**config.mk**
```make
export PLATFORM = sky130hd
export DESIGN_NAME = rspt_top
export DESIGN_NICKNAME = d
export VERILOG_FILES = /design/src/core/rspt_top.v /design/src/core/rspt_fifo.v /design/src/core/rspt_uart_tx.v
export VERILOG_INCLUDE_DIRS = /design/src /design/src/core
export SDC_FILE = /design/constraint.sdc
export NUM_CORES = 1
export LEC_CHECK = 0
export ABC_AREA = 1
export BUFFER_PORTS_ARGS = -buffer_cell sky130_fd_sc_hd__buf_4
export CAP_MARGIN = 30
export CORE_MARGIN = 5
export CORE_UTILIZATION = 50
export CTS_BUF_LIST = sky130_fd_sc_hd__clkbuf_8 sky130_fd_sc_hd__clkbuf_16
export DETAILED_ROUTE_END_ITERATION = 8
export PLACE_DENSITY = 0.7
export SYNTH_ARGS = -nofsm -noshare
export SYNTH_HDL_FRONTEND = slang
export SYNTH_SLANG_ARGS = --single-unit
```
**constraint.sdc**
```tcl
create_clock -name sys_clk -period 2.98 [get_ports sys_clk]
set_clock_uncertainty 0.15 [all_clocks]
set_input_delay 0.596 -clock sys_clk [delete_from_list [all_inputs] [get_ports sys_clk]]
set_output_delay 0.596 -clock sys_clk [all_outputs]
set_load 0.02 [all_outputs]
```
**src/core/rspt_consts.vh**
```
`ifndef RSPT_CONSTS_VH
`define RSPT_CONSTS_VH

`define RSPT_CLK_HZ        100000000
`define RSPT_BAUD_X10      4608000
`define RSPT_BIT_CYCLES    ((`RSPT_CLK_HZ * 10) / `RSPT_BAUD_X10)
`define RSPT_CHAR_BITS     11
`define RSPT_PKT_BYTES     10
`define RSPT_HEADER        8'h80
`define RSPT_RATE_W        32
`define RSPT_TEMP_W        14
`define RSPT_FIFO_DEPTH    16
`define RSPT_IDLE_LEVEL    1'b1

`endif

```
**src/core/rspt_top.v**
```verilog
`timescale 1ns/1ns
`default_nettype none
`include "rspt_consts.vh"
module rspt_top #(
    parameter BIT_CYCLES = `RSPT_BIT_CYCLES
) (
    // Clock and reset
    input  wire                      sys_clk,
    input  wire                      srst,
    // Trigger pin from host
    input  wire                      trigIn,
    // Samples from the sensing core
    input  wire [`RSPT_RATE_W-1:0]   rateSample,
    input  wire [`RSPT_TEMP_W-1:0]   tempSample,
    // Serial output and status flags
    output reg                       txData,
    output reg                       txBusy,
    output reg                       pktOverrun
);
    reg        trigMeta_ff;
    reg        trigSync_ff;
    reg        trigPrev_ff;
    reg [3:0]  byteIdx_ff;
    reg        loading_ff;
    reg [31:0] rate_ff;
    reg [13:0] temp_ff;
    reg [6:0]  rateChk_ff;
    reg [6:0]  allChk_ff;
    reg [7:0]  curByte;
    wire       trigFall;
    wire       fifoInReady;
    wire       fifoOutValid;
    wire       txReady;
    wire       lineBit;
    wire       lineBusy;
    wire [7:0] fifoOutData;

    // Byte of the packet at a given index
    function [7:0] pktByte;
        input [3:0]  idx;
        input [31:0] r;
        input [13:0] t;
        input [6:0]  rc;
        input [6:0]  ac;
        begin
            case (idx)
                4'd0:    pktByte = `RSPT_HEADER;
                4'd1:    pktByte = {1'b0, r[6:0]};
                4'd2:    pktByte = {1'b0, r[13:7]};
                4'd3:    pktByte = {1'b0, r[20:14]};
                4'd4:    pktByte = {1'b0, r[27:21]};
                4'd5:    pktByte = {4'h0, r[31:28]};
                4'd6:    pktByte = {1'b0, rc};
                4'd7:    pktByte = {1'b0, t[6:0]};
                4'd8:    pktByte = {1'b0, t[13:7]};
                4'd9:    pktByte = {1'b0, ac};
                default: pktByte = 8'h00;
            endcase
        end
    endfunction

    // Two-stage sync, edge seen only past the second stage
    always @(posedge sys_clk) begin
        if (srst) begin
            trigMeta_ff <= 1'b1;
            trigSync_ff <= 1'b1;
            trigPrev_ff <= 1'b1;
        end else begin
            trigMeta_ff <= trigIn;
            trigSync_ff <= trigMeta_ff;
            trigPrev_ff <= trigSync_ff;
        end
    end
    assign trigFall = trigPrev_ff & ~trigSync_ff;

    // Current byte with bit seven clear on all payload bytes
    always @* begin
        curByte = pktByte(byteIdx_ff, rate_ff, temp_ff, rateChk_ff,
                          allChk_ff);
    end

    // Packet builder: latch samples, push ten bytes into the FIFO
    always @(posedge sys_clk) begin
        if (srst) begin
            byteIdx_ff <= 4'h0;
            loading_ff <= 1'b0;
            rate_ff    <= 32'h0000_0000;
            temp_ff    <= 14'h0000;
            rateChk_ff <= 7'h00;
            allChk_ff  <= 7'h00;
            pktOverrun <= 1'b0;
        end else begin
            if (trigFall && !loading_ff) begin
                // Signed samples latched raw, sign is top bit
                rate_ff    <= rateSample;
                temp_ff    <= tempSample;
                byteIdx_ff <= 4'h0;
                loading_ff <= 1'b1;
                rateChk_ff <= 7'h00;
                allChk_ff  <= 7'h00;
                // Host trigger faster than the line is flagged; the bytes wait in the FIFO
                pktOverrun <= fifoOutValid | lineBusy;
            end else if (loading_ff && fifoInReady) begin
                // Check bytes cover payload only, header excluded
                if (byteIdx_ff >= 4'd1 && byteIdx_ff <= 4'd5) begin
                    rateChk_ff <= rateChk_ff ^ curByte[6:0];
                end
                if (byteIdx_ff >= 4'd1 && byteIdx_ff <= 4'd8) begin
                    allChk_ff <= allChk_ff ^ curByte[6:0];
                end
                if (byteIdx_ff == `RSPT_PKT_BYTES - 1) begin
                    loading_ff <= 1'b0;
                end else begin
                    byteIdx_ff <= byteIdx_ff + 4'h1;
                end
            end
        end
    end

    // Sixteen-byte buffer decouples packet build from line rate
    rspt_fifo #(
        .WIDTH (8),
        .DEPTH (`RSPT_FIFO_DEPTH),
        .AW    (4)
    ) uFifo (
        .sys_clk  (sys_clk),
        .srst     (srst),
        .inValid  (loading_ff),
        .inReady  (fifoInReady),
        .inData   (curByte),
        .outValid (fifoOutValid),
        .outReady (txReady),
        .outData  (fifoOutData)
    );

    // Character serialiser
    rspt_uart_tx #(
        .BIT_CYCLES (BIT_CYCLES)
    ) uTx (
        .sys_clk   (sys_clk),
        .srst      (srst),
        .byteValid (fifoOutValid),
        .byteReady (txReady),
        .byteData  (fifoOutData),
        .txLine    (lineBit),
        .txBusy    (lineBusy)
    );

    // Outputs retimed so each comes straight from a flop
    always @(posedge sys_clk) begin
        if (srst) begin
            txData <= `RSPT_IDLE_LEVEL;
            txBusy <= 1'b0;
        end else begin
            txData <= lineBit;
            txBusy <= lineBusy | fifoOutValid | loading_ff;
        end
    end
endmodule
`default_nettype wire

```
**src/core/rspt_fifo.v**
```verilog
`timescale 1ns/1ns
`default_nettype none
module rspt_fifo #(
    parameter WIDTH = 8,
    parameter DEPTH = 16,
    parameter AW    = 4
) (
    // Clock and reset
    input  wire             sys_clk,
    input  wire             srst,
    // Fill side
    input  wire             inValid,
    output wire             inReady,
    input  wire [WIDTH-1:0] inData,
    // Drain side
    output wire             outValid,
    input  wire             outReady,
    output wire [WIDTH-1:0] outData
);
    reg [WIDTH-1:0] memFf [0:DEPTH-1];
    reg [AW-1:0]    wrPtr_ff;
    reg [AW-1:0]    rdPtr_ff;
    reg [AW:0]      count_ff;
    wire            doWrite;
    wire            doRead;

    // Full and empty from the occupancy count
    assign inReady  = (count_ff != DEPTH[AW:0]);
    assign outValid = (count_ff != {(AW+1){1'b0}});
    assign outData  = memFf[rdPtr_ff];
    assign doWrite  = inValid & inReady;
    assign doRead   = outValid & outReady;

    // Storage write, no reset needed on data
    always @(posedge sys_clk) begin
        if (doWrite) begin
            memFf[wrPtr_ff] <= inData;
        end
    end

    // Pointers wrap at DEPTH, which should be a power of two
    always @(posedge sys_clk) begin
        if (srst) begin
            wrPtr_ff <= {AW{1'b0}};
            rdPtr_ff <= {AW{1'b0}};
            count_ff <= {(AW+1){1'b0}};
        end else begin
            if (doWrite) begin
                wrPtr_ff <= wrPtr_ff + 1'b1;
            end
            if (doRead) begin
                rdPtr_ff <= rdPtr_ff + 1'b1;
            end
            if (doWrite & ~doRead) begin
                count_ff <= count_ff + 1'b1;
            end else if (doRead & ~doWrite) begin
                count_ff <= count_ff - 1'b1;
            end
        end
    end
endmodule
`default_nettype wire

```
**src/core/rspt_uart_tx.v**
```verilog
`timescale 1ns/1ns
`default_nettype none
`include "rspt_consts.vh"
module rspt_uart_tx #(
    parameter BIT_CYCLES = `RSPT_BIT_CYCLES
) (
    // Clock and reset
    input  wire       sys_clk,
    input  wire       srst,
    // Byte stream in
    input  wire       byteValid,
    output reg        byteReady,
    input  wire [7:0] byteData,
    // Serial line
    output reg        txLine,
    output reg        txBusy
);
    reg [10:0] shift_ff;
    reg [3:0]  bitCnt_ff;
    reg [15:0] baudCnt_ff;

    // Shift register timed by a bit-period divider
    always @(posedge sys_clk) begin
        if (srst) begin
            shift_ff   <= {11{1'b1}};
            bitCnt_ff  <= 4'h0;
            baudCnt_ff <= 16'h0000;
            txLine     <= `RSPT_IDLE_LEVEL;
            txBusy     <= 1'b0;
            byteReady  <= 1'b0;
        end else if (!txBusy) begin
            txLine <= `RSPT_IDLE_LEVEL;
            byteReady <= 1'b0;
            if (byteValid && !byteReady) begin
                // Stop, even parity, data LSB first, start
                shift_ff <= {1'b1, ^byteData, byteData, 1'b0};
                bitCnt_ff  <= 4'h0;
                baudCnt_ff <= 16'h0000;
                txBusy     <= 1'b1;
                byteReady  <= 1'b1;
            end
        end else begin
            byteReady <= 1'b0;
            txLine    <= shift_ff[0];
            if (baudCnt_ff == BIT_CYCLES - 1) begin
                baudCnt_ff <= 16'h0000;
                shift_ff   <= {1'b1, shift_ff[10:1]};
                if (bitCnt_ff == `RSPT_CHAR_BITS - 1) begin
                    txBusy <= 1'b0;
                end else begin
                    bitCnt_ff <= bitCnt_ff + 4'h1;
                end
            end else begin
                baudCnt_ff <= baudCnt_ff + 16'h0001;
            end
        end
    end
endmodule
`default_nettype wire

```
Word level (Yosys, flattened, before mapping)
Memories as Yosys holds them, arrays and structs flattened. A register that Yosys moved wholly into a read port is not among the register bits.
Index checks and enable logic that the tools add are counted.
{"block": "op_classes", "n_addsub": 7, "magnitude_cmp": 3, "n_reduce_logical": 23, "n_eq_ne": 14, "bitwise_logic": 14, "n_mux": 24}
{"operator": "case mux 8 bit (10 select lines)", "n": 1}
{"operator": "2-to-1 mux 16 bit", "n": 3}
{"operator": "2-to-1 mux 11 bit", "n": 3}
{"operator": "2-to-1 mux 4 bit", "n": 6}
{"operator": "adder 16 x 1 -> 16 bit, second input constant", "n": 1}
{"operator": "adder 4 x 1 -> 4 bit, second input constant", "n": 4}
{"operator": "equality test 16 x 8 -> 1 bit, second input constant", "n": 1}
{"operator": "equality test 4 x 3 -> 1 bit, second input constant", "n": 4}
{"operator": "bitwise XOR 7 bit", "n": 2}
{"operator": "equality test 4 bit, second input constant", "n": 3}
{"operator": "2-to-1 mux 5 bit", "n": 2}
{"operator": "AND reduction 2 bit", "n": 5}
{"operator": "2-to-1 mux 1 bit", "n": 9}
{"operator": "equality test 4 x 2 -> 1 bit, second input constant", "n": 2}
{"operator": "nonzero test 2 bit", "n": 4}
{"operator": "parity 8 bit", "n": 1}
{"operator": "OR reduction 2 bit", "n": 3}
{"operator": "adder 5 x 1 -> 5 bit, second input constant", "n": 1}
{"operator": "bitwise AND 1 bit", "n": 5}
{"operator": "logical AND 1 bit", "n": 5}
{"operator": "inequality test 5 bit, second input constant", "n": 1}
{"operator": "NOT 1 bit", "n": 5}
{"operator": "nonzero test 5 bit", "n": 1}
{"operator": "subtractor 5 x 1 -> 5 bit, second input constant", "n": 1}
{"operator": "other kinds (9)", "n": 12}
{"block": "word_totals", "input_bits": 49, "register_bits": 118, "mem_count": 1, "mem_bits_rw": 128, "out_inout_bits": 3, "word_cells": 107}
{"name": "uFifo.memFf", "words": 16, "word_bits": 8, "rd": 1, "rd_clocked_by_memory_dff": 1, "wr": 1, "line_no": "rspt_fifo.v:20", "text": "reg [WIDTH-1:0] memFf [0:DEPTH-1];"}

Depth between registers and ports, before layout
Gate-level depths: netlist of run 1.
{"block": "logic_depth", "word_depth": 6, "depth_mapped": 18, "ltp_nobuf": 16}

Modules after synthesis
From an unflattened synthesis of run 1, not the netlist that was laid out.
{"block": "unflattened", "cells_unflattened": 1466, "area_unflattened_um2": 12034.0}
{"mod": "rspt_fifo", "cells_each": 655, "n_inst": 1, "area_each_um2": 6453.7, "seq_area_each_um2": 4184.0}
{"mod": "rspt_top", "cells_each": 511, "n_inst": 1, "area_each_um2": 3622.2, "seq_area_each_um2": 1421.4}
{"mod": "rspt_uart_tx", "cells_each": 300, "n_inst": 1, "area_each_um2": 1958.1, "seq_area_each_um2": 660.6}

Least setup slack after synthesis of run 1
OpenSTA, ideal clock, no wires.
{"block": "synth_timing", "path_kind": "register to register", "startpoint": "register uFifo.count_ff[0]", "endpoint": "register uFifo.count_ff[4]", "arrival_time_ps": 2273, "slack_ps": 437, "n_path_buf": 0, "required_ps": 2711, "synth_period_minus_slack_ps": 2543, "setup_ps": 119, "stages_incl_launch_ff": 15, "cell_sequence": "dfxtp_1 nor4_2 nand2_1 nand2_1 inv_1 ha_1 inv_1 ha_1 a21o_1 a21oi_1 nor2_1 nor2_1 nand2_1 o21ai_0 a21oi_1"}
{"block": "synth_via", "elab_chain_cells": 5, "elab_cells_between_ends": 13, "cone_classes": "add/sub: 2; eq/ne: 1; mux: 2; bitwise: 6; reduce/logical: 2"}
{"item": "start, declared", "line_no": "rspt_fifo.v:23", "text": "reg [AW:0] count_ff;"}
{"item": "start signal, assigned", "line_no": "rspt_fifo.v:46", "text": "count_ff <= {(AW+1){1'b0}};"}
{"item": "start signal, assigned", "line_no": "rspt_fifo.v:55", "text": "count_ff <= count_ff + 1'b1;"}
{"item": "start signal, assigned", "line_no": "rspt_fifo.v:57", "text": "count_ff <= count_ff - 1'b1;"}
{"item": "inequality test 5 bit (*)", "line_no": "rspt_fifo.v:28", "text": "assign inReady = (count_ff != DEPTH[AW:0]);"}
{"item": "bitwise AND 1 bit (*)", "line_no": "rspt_fifo.v:31", "text": "assign doWrite = inValid & inReady;"}
{"item": "via uFifo.doWrite", "line_no": "rspt_fifo.v:24", "text": "wire doWrite;"}
{"item": "NOT 1 bit", "line_no": "rspt_fifo.v:56", "text": "end else if (doRead & ~doWrite) begin"}
{"item": "bitwise AND 1 bit", "line_no": "rspt_fifo.v:56"}
{"item": "nonzero test 2 bit (no line)"}
The timed path passes the listed nets; every way through them passes the cells marked *. The select of a mux whose other input is x is not followed.
A chain may end at the register's enable or synchronous reset.

Final worst setup path of run 1
{"block": "layout_timing", "startpoint": "register uFifo.count_ff[0]", "endpoint": "register uFifo.count_ff[4]"}
{"block": "layout_via", "elab_chain_cells": 5, "elab_cells_between_ends": 13, "cone_classes": "add/sub: 2; eq/ne: 1; mux: 2; bitwise: 6; reduce/logical: 2"}
{"item": "branches (longest 5 deep; another with subtractor 5 x 1 -> 5 bit)"}
Parallel ways; which one is timed is not known. The select of a mux whose other input is x is not followed.

==> qor.txt, run 1 <==
number of optimization iterations in the first detailed-route pass: 5
Area contributors post-synth: sky130_fd_sc_hd__edfxtp_1 35%, sky130_fd_sc_hd__dfxtp_1 22%, sky130_fd_sc_hd__nand2_1 10%, sky130_fd_sc_hd__inv_1 5.6%, sky130_fd_sc_hd__nand3_1 4.5%
Final Instance Count excl. Fillers: 1,614
kind of cell with the highest combined delay on the critical path: simple AND/OR/NAND/NOR gates
count of final setup violators: 0
# Max-Cap Violations: 0
worst setup path class: reg -> reg
fraction of synthesized cell area taken by the top area cell type: 34.90%
average detailed-routed wire length per instance: 15.27 µm
total standard cell area after synthesis: 11,010 µm²
count of yosys warnings during synthesis: 0
gr usage total: 19.90%
share of post-route cells with drive strength above 1: 12.14%
Final Core Density: 57.59%
pwr/cell area: 739.4 nW/µm²
number of hold-slack violations in the final timing report: 0
via count of the first global-routing pass: 8,047
antenna violations before repair: 0
worst path bufs/invs: 1
Synth Net Count: 1,321
instance count of the mapped netlist: 1,254
number of different library cells in the post-synthesis netlist: 45
Reg2Reg Launch Point: uFifo.count_ff[0]
share of synthesized flip-flops with an asynchronous set or reset: 0%
net count of the finished layout: 1,383
buffer type at the clock tree root: sky130_fd_sc_hd__clkbuf_16
count of vias placed by the detailed router: 8,402
number of flops mapped to enable cells by yosys: 128
max-slew violation count: 0
number of cells on the critical path: 13
Syn-to-layout area delta: 13.75%
maximum clock insertion buffer count: 3
most common cell in the synthesized netlist: sky130_fd_sc_hd__nand2_1
buffer count from post-CTS setup fixing: 0
Top Ports: 52
Avg Synthesized Cell Area: 8.783 µm²
residual DRC count: 0
TritonCTS clock tree: built
top cells by instance count after synthesis: 304 x sky130_fd_sc_hd__nand2_1, 164 x sky130_fd_sc_hd__inv_1, 128 x sky130_fd_sc_hd__edfxtp_1
maximum vdd ir drop: 518.4 µV
Num Clock Sinks: 249
type of the worst min-delay path: in -> reg
reg-to-reg slack, setup: 280 ps
number of cells on the worst hold path: 2
total overflow reported by the global router: 0
endpoint with the worst hold slack: trigMeta_ff
data required time of the critical path: 3230 ps
leading area contributor after synthesis: sky130_fd_sc_hd__edfxtp_1
commonest register cell after synthesis: sky130_fd_sc_hd__edfxtp_1
Inserted Diodes: 0
largest stage delay on the critical path: 430 ps
post-DP HPWL: 16.47 mm
run status: complete, no violations
Floorplan Core Area: 21,760 µm²
number of DRC violations after detailed-routing iteration 0: 528
number of levels the H-tree was split into: 1
leakage power figure: 5.035 nW
final RePlAce weighted congestion: 0.8351
chip width: 158.4 µm
critical-path maximum fanout: 4
vertical extent of the die: 158.4 µm
placement-stage worst setup slack: 335.7 ps
Post-Route Hold Slack: 114.5 ps
wire length of the first global-routing pass: 40.25 mm
clock latency on the worst-skew pair: 530 ps
flops & latches, synth: 249
sequential share of the synthesized area: 56.89%
initial cell density of the core: 50.63%
Worst Setup Slack, final: 281.8 ps
number of cells after detailed placement: 1,568
sort of element at the end of the critical path: flip-flop
final critical-path share of the clock period: 90.55%
master of the slowest instance on the critical path: sky130_fd_sc_hd__fa_1
antenna viol nets, final: 0
Slew @ Worst Pin: 789.2 ps
Worst Path Arrival: 2950 ps
worst reg2reg endpoint: uFifo.count_ff[4]
routed wire length: 24.65 mm
largest net degree at the start of global routing: 88
worst relative slew slack: 47.19%
number of placement rows: 54
Critical Path Source: uFifo.count_ff[0]
count of hold buffers inserted by post-cts repair: 0
Tmin final: 2698 ps
CTS Buf Count: 25
count of input and output buffers: 51
launch point of the worst hold path: trigIn
sort of element at the start of the critical path: flip-flop
vias per cell: 5.206
Setup Total Neg Slack: 0 ps
Max Fclk: 370.6 MHz
Die Area: 25,100 µm²
R2R cell count: 13
clock transition at the registers of the reported paths: 50 ps
critical path, cell by cell: nor4_4, nand2_1, nand2_2, ha_2, inv_1, fa_1, a21o_1, a21oi_2, nor2_1, nor2_1, nand2_1, o21ai_0, a21oi_1
repair_timing:
item	4_1_cts	5_1_grt
endpoints found under the hold margin	0	0
resized for setup	0	4
setup endpoints to repair	0	1
per-layer routing:
metal	GRT usage (%)	share of wire [%]	vias to the layer above
li1	-	-	4277
met1	26.47	43	3855
met2	33.95	48	231
met3	2.473	5.7	39
met4	6.661	2.7	0
met5	0	0	-
state kept, by name, indices dropped and copies added (netlist names), named ones only:
register	flops
allChk_ff	7
byteIdx_ff	4
loading_ff	1
pktByte.r	32
pktByte.rc	7
pktByte.t	14
pktOverrun	1
trigMeta_ff	1
trigPrev_ff	1
trigSync_ff	1
txBusy	1
txData	1
uFifo.count_ff	5
uFifo.memFf	128
uFifo.rdPtr_ff	4
uFifo.wrPtr_ff	4
uTx.baudCnt_ff	16
uTx.bitCnt_ff	4
uTx.byteReady	1
uTx.shift_ff	10
uTx.txBusy	1
uTx.txLine	1
cells by family after synthesis:
logic type               after synthesis  synth area share, %
AO/OA/AOI/OAI                        243                12.20
AND/OR/NAND/NOR                      511                19.74
buffers and inverters                227                8.577
adder cells (fa/ha/maj)               18                2.113
XOR/XNOR                               6               0.4771
flip-flops                           249                56.89
cells in the final DEF, fill, tap and decap left out, drive strengths merged, types with 4 or more instances in the layout:
cell | Yosys | layout
nor2 | 75 | 75
edfxtp | 128 | 128
ha | 17 | 17
nand3 | 98 | 98
nand2 | 310 | 310
o21ai | 105 | 105
or2 | 6 | 6
o211ai | 13 | 13
clkinv | 0 | 6
clkbuf | 24 | 30
dfxtp | 121 | 121
buf | 27 | 86
nand4 | 5 | 5
o22ai | 23 | 23
inv | 176 | 185
xnor2 | 4 | 4
nor3 | 7 | 7
a21oi | 87 | 87
nor4 | 8 | 8
final cells by class:
| type | count | area (µm²) |
|---|---|---|
| fill | 1914 | 9228 |
| sequential | 249 | 6267 |
| timing repair buffer | 86 | 658.1 |
| inverter | 176 | 660.6 |
| multi-input combinational | 778 | 3821 |
| clock buffer | 30 | 694.4 |
| clock inverter | 15 | 76.32 |
| tap | 280 | 350.3 |
worst max-delay path by stage:
stage | endpoint | slack (ps)
finish | uFifo.count_ff[4] | 280
global route | uFifo.count_ff[4] | -10
CTS | uFifo.count_ff[4] | 250
detailed placement | uFifo.count_ff[4] | 340
global placement | uFifo.count_ff[4] | 330
floorplan | uFifo.count_ff[4] | 440
per-stage QoR:
stage,power (W),instance area [µm²]
floorplan,0.005876,11010
global placement,0.006333,11720
detailed placement,0.006384,11730
CTS,0.009301,12500
global route,0.009858,12530
finish,0.009263,12530
report_power, final:
part | internal [W] | switching (W) | total, W
logic | 0.000823 | 0.00160 | 0.00242
registers | 0.00378 | 0.000160 | 0.00394
clock network | 0.00165 | 0.00125 | 0.00291
No activity file was read; power rests on OpenSTA's default activity.
==> run 2: changes to the inputs <==
--- a/config.mk
+++ b/config.mk
@@ -10,10 +10,10 @@
 export BUFFER_PORTS_ARGS = -buffer_cell sky130_fd_sc_hd__buf_4
 export CAP_MARGIN = 30
 export CORE_MARGIN = 5
-export CORE_UTILIZATION = 50
+export CORE_UTILIZATION = 53
 export CTS_BUF_LIST = sky130_fd_sc_hd__clkbuf_8 sky130_fd_sc_hd__clkbuf_16
 export DETAILED_ROUTE_END_ITERATION = 8
-export PLACE_DENSITY = 0.7
+export PLACE_DENSITY = 0.73
 export SYNTH_ARGS = -nofsm -noshare
 export SYNTH_HDL_FRONTEND = slang
 export SYNTH_SLANG_ARGS = --single-unit
==> run 2 against run 1 <==
Effect of this change: wire length shrank 0.84%; clock-buffer cell count shrank 4; via count grew 0.26%; worst setup slack is essentially flat; flip-flop and latch count is the same; fmax is essentially flat; total power grew 1.1%; register-to-register slack is essentially flat; global-route usage grew 0.42 points; sequential share of layout area grew 0.065 points; cell count shrank 0.99%; sequential power shrank 1%; largest power group unchanged; highest routed layer unchanged.
==> qor.txt, run 2 (synthesis results as in run 1) <==
run status: complete, no violations
clock transition at the registers of the reported paths: 60 ps
number of cells after detailed placement: 1,554
type of the worst min-delay path: in -> reg
Top Ports: 52
pwr/cell area: 748.4 nW/µm²
wire length of the first global-routing pass: 39.88 mm
Worst Path Arrival: 2950 ps
residual DRC count: 0
top library cells by usage in the layout, fill and taps aside: 304 x sky130_fd_sc_hd__nand2_1, 169 x sky130_fd_sc_hd__inv_1, 128 x sky130_fd_sc_hd__edfxtp_1
initial cell density of the core: 54.09%
number of optimization iterations in the first detailed-route pass: 5
antenna viol nets, final: 0
largest stage delay on the critical path: 410 ps
Syn-to-layout area delta: 13.60%
worst relative slew slack: 42.63%
critical path, cell by cell: nor4_2, nand2_1, nand2_1, ha_1, inv_1, fa_1, a21o_1, a21oi_1, nor2_1, nor2_1, nand2_1, o21ai_0, a21oi_1
number of levels the H-tree was split into: 1
Max Fclk: 370.6 MHz
register with the highest flop count: uFifo.memFf
max reg flops: 128
via count of the first global-routing pass: 7,983
Die Area: 23,770 µm²
chip width: 154.2 µm
count of hold buffers inserted by post-cts repair: 0
max-slew violation count: 0
master of the slowest instance on the critical path: sky130_fd_sc_hd__fa_1
largest net degree at the start of global routing: 90
number of DRC violations after detailed-routing iteration 0: 560
Num Clock Sinks: 249
count of input and output buffers: 51
gr usage total: 20.31%
sort of element at the end of the critical path: flip-flop
final critical-path share of the clock period: 90.54%
vias per cell: 5.272
vertical extent of the die: 154.2 µm
count of final setup violators: 0
Setup Total Neg Slack: 0 ps
final RePlAce weighted congestion: 0.8407
number of hold-slack violations in the final timing report: 0
relative contribution of combinational cells to total power: 25.9%
Worst Setup Slack, final: 281.9 ps
Inserted Diodes: 0
Final Instance Count excl. Fillers: 1,598
part of the total power dissipated in the clock network: 32.4%
data required time of the critical path: 3230 ps
sort of element at the start of the critical path: flip-flop
Tmin final: 2698 ps
maximum vdd ir drop: 595.8 µV
placement-stage worst setup slack: 297.1 ps
sequential fraction of design power: 41.7%
count of vias placed by the detailed router: 8,424
clock latency on the worst-skew pair: 520 ps
worst setup path class: reg -> reg
R2R cell count: 13
Slew @ Worst Pin: 857.4 ps
share of post-route cells with drive strength above 1: 11.90%
average detailed-routed wire length per instance: 15.30 µm
buffer type at the clock tree root: sky130_fd_sc_hd__clkbuf_16
buffer count from post-CTS setup fixing: 0
number of cells on the worst hold path: 2
most common cell after layout, fill and taps aside: sky130_fd_sc_hd__nand2_1
cell type with the highest occurrence count on the critical path: sky130_fd_sc_hd__nand2_1
TritonCTS clock tree: built
RSZ-0062 raised after global routing: no
critical-path maximum fanout: 4
net count of the finished layout: 1,377
P_int: 0.006378 W
# Max-Cap Violations: 0
net switching power figure: 0.002986 W
quantity of gates resized following cts: 0
post-DP HPWL: 16.14 mm
antenna violations before repair: 0
total overflow reported by the global router: 0
routed wire length: 24.44 mm
leakage power figure: 5.017 nW
net switching share of the total power: 31.89%
maximum clock insertion buffer count: 3
number of placement rows: 52
CTS Buf Count: 24
Floorplan Core Area: 20,360 µm²
## run 2: changes by cell type in the layout (fill, tap and decap cells not counted), sizes merged
| cell | delta |
|---|---|
| inv | -4 |
| clkinv | +3 |
| bufinv | +3 |
| clkbuf | -4 |
| buf | -5 |
| clkinvlp | +1 |
## run 2: final cells by class
class	instances	area, µm²
Clock inverter	18	168.9
Timing Repair Buffer	81	645.6
Multi-Input combinational cell	778	3804
Sequential cell	249	6267
Inverter	176	660.6
Tap cell	270	337.8
Fill cell	1667	7853
Clock buffer	26	628.1
## run 2: power groups by stage
| stage | sequential, W | clock, W | combinational, W |
|---|---|---|---|
| 2_1_floorplan | 0.00395 | 0 | 0.00193 |
| 5_1_grt | 0.00392 | 0.00325 | 0.00278 |
| 6_report | 0.00390 | 0.00303 | 0.00243 |
| 3_5_place_dp | 0.00397 | 0 | 0.00242 |
| 3_3_place_gp | 0.00397 | 0 | 0.00237 |
| 4_1_cts | 0.00390 | 0.00308 | 0.00244 |
## run 2: path summary, 6_finish.rpt
check / start / end / slack, ps
min reg2reg: trigMeta_ff / trigSync_ff / 270
min: trigIn / trigMeta_ff / 140
max reg2reg: uFifo.count_ff[1] / uFifo.count_ff[4] / 280
max: uFifo.count_ff[1] / uFifo.count_ff[4] / 280
## run 2: metal layers
metal / vias to the layer above / GRT usage (%) / wire [µm]
met1: 3841 / 26.48 / 10550
li1: 4265 / - / -
met4: 0 / 6.392 / 681
met2: 270 / 35.50 / 11820
met5: - / 0 / 0
met3: 48 / 2.361 / 1393
## run 2: stage by stage
step	power [W]	instance area [µm²]	util [%]	hold slack (ps)
2_1_floorplan	0.005876	11010	-	239.5
3_3_place_gp	0.006334	11710	57.49	243.2
3_5_place_dp	0.006395	11720	57.53	257.6
4_1_cts	0.009427	12510	61.44	124.0
5_1_grt	0.009955	12510	61.44	143.2
6_report	0.009364	12510	61.44	139.4
## run 2: worst max-delay path, delay by kind of cell (launching register included)
family / cells / cell delay [ps]
AND/OR/NAND/NOR: 6 / 810
adder cells (fa/ha/maj): 2 / 620
AO/OA/AOI/OAI: 4 / 530
flip-flops: 1 / 360
buffers and inverters: 1 / 110
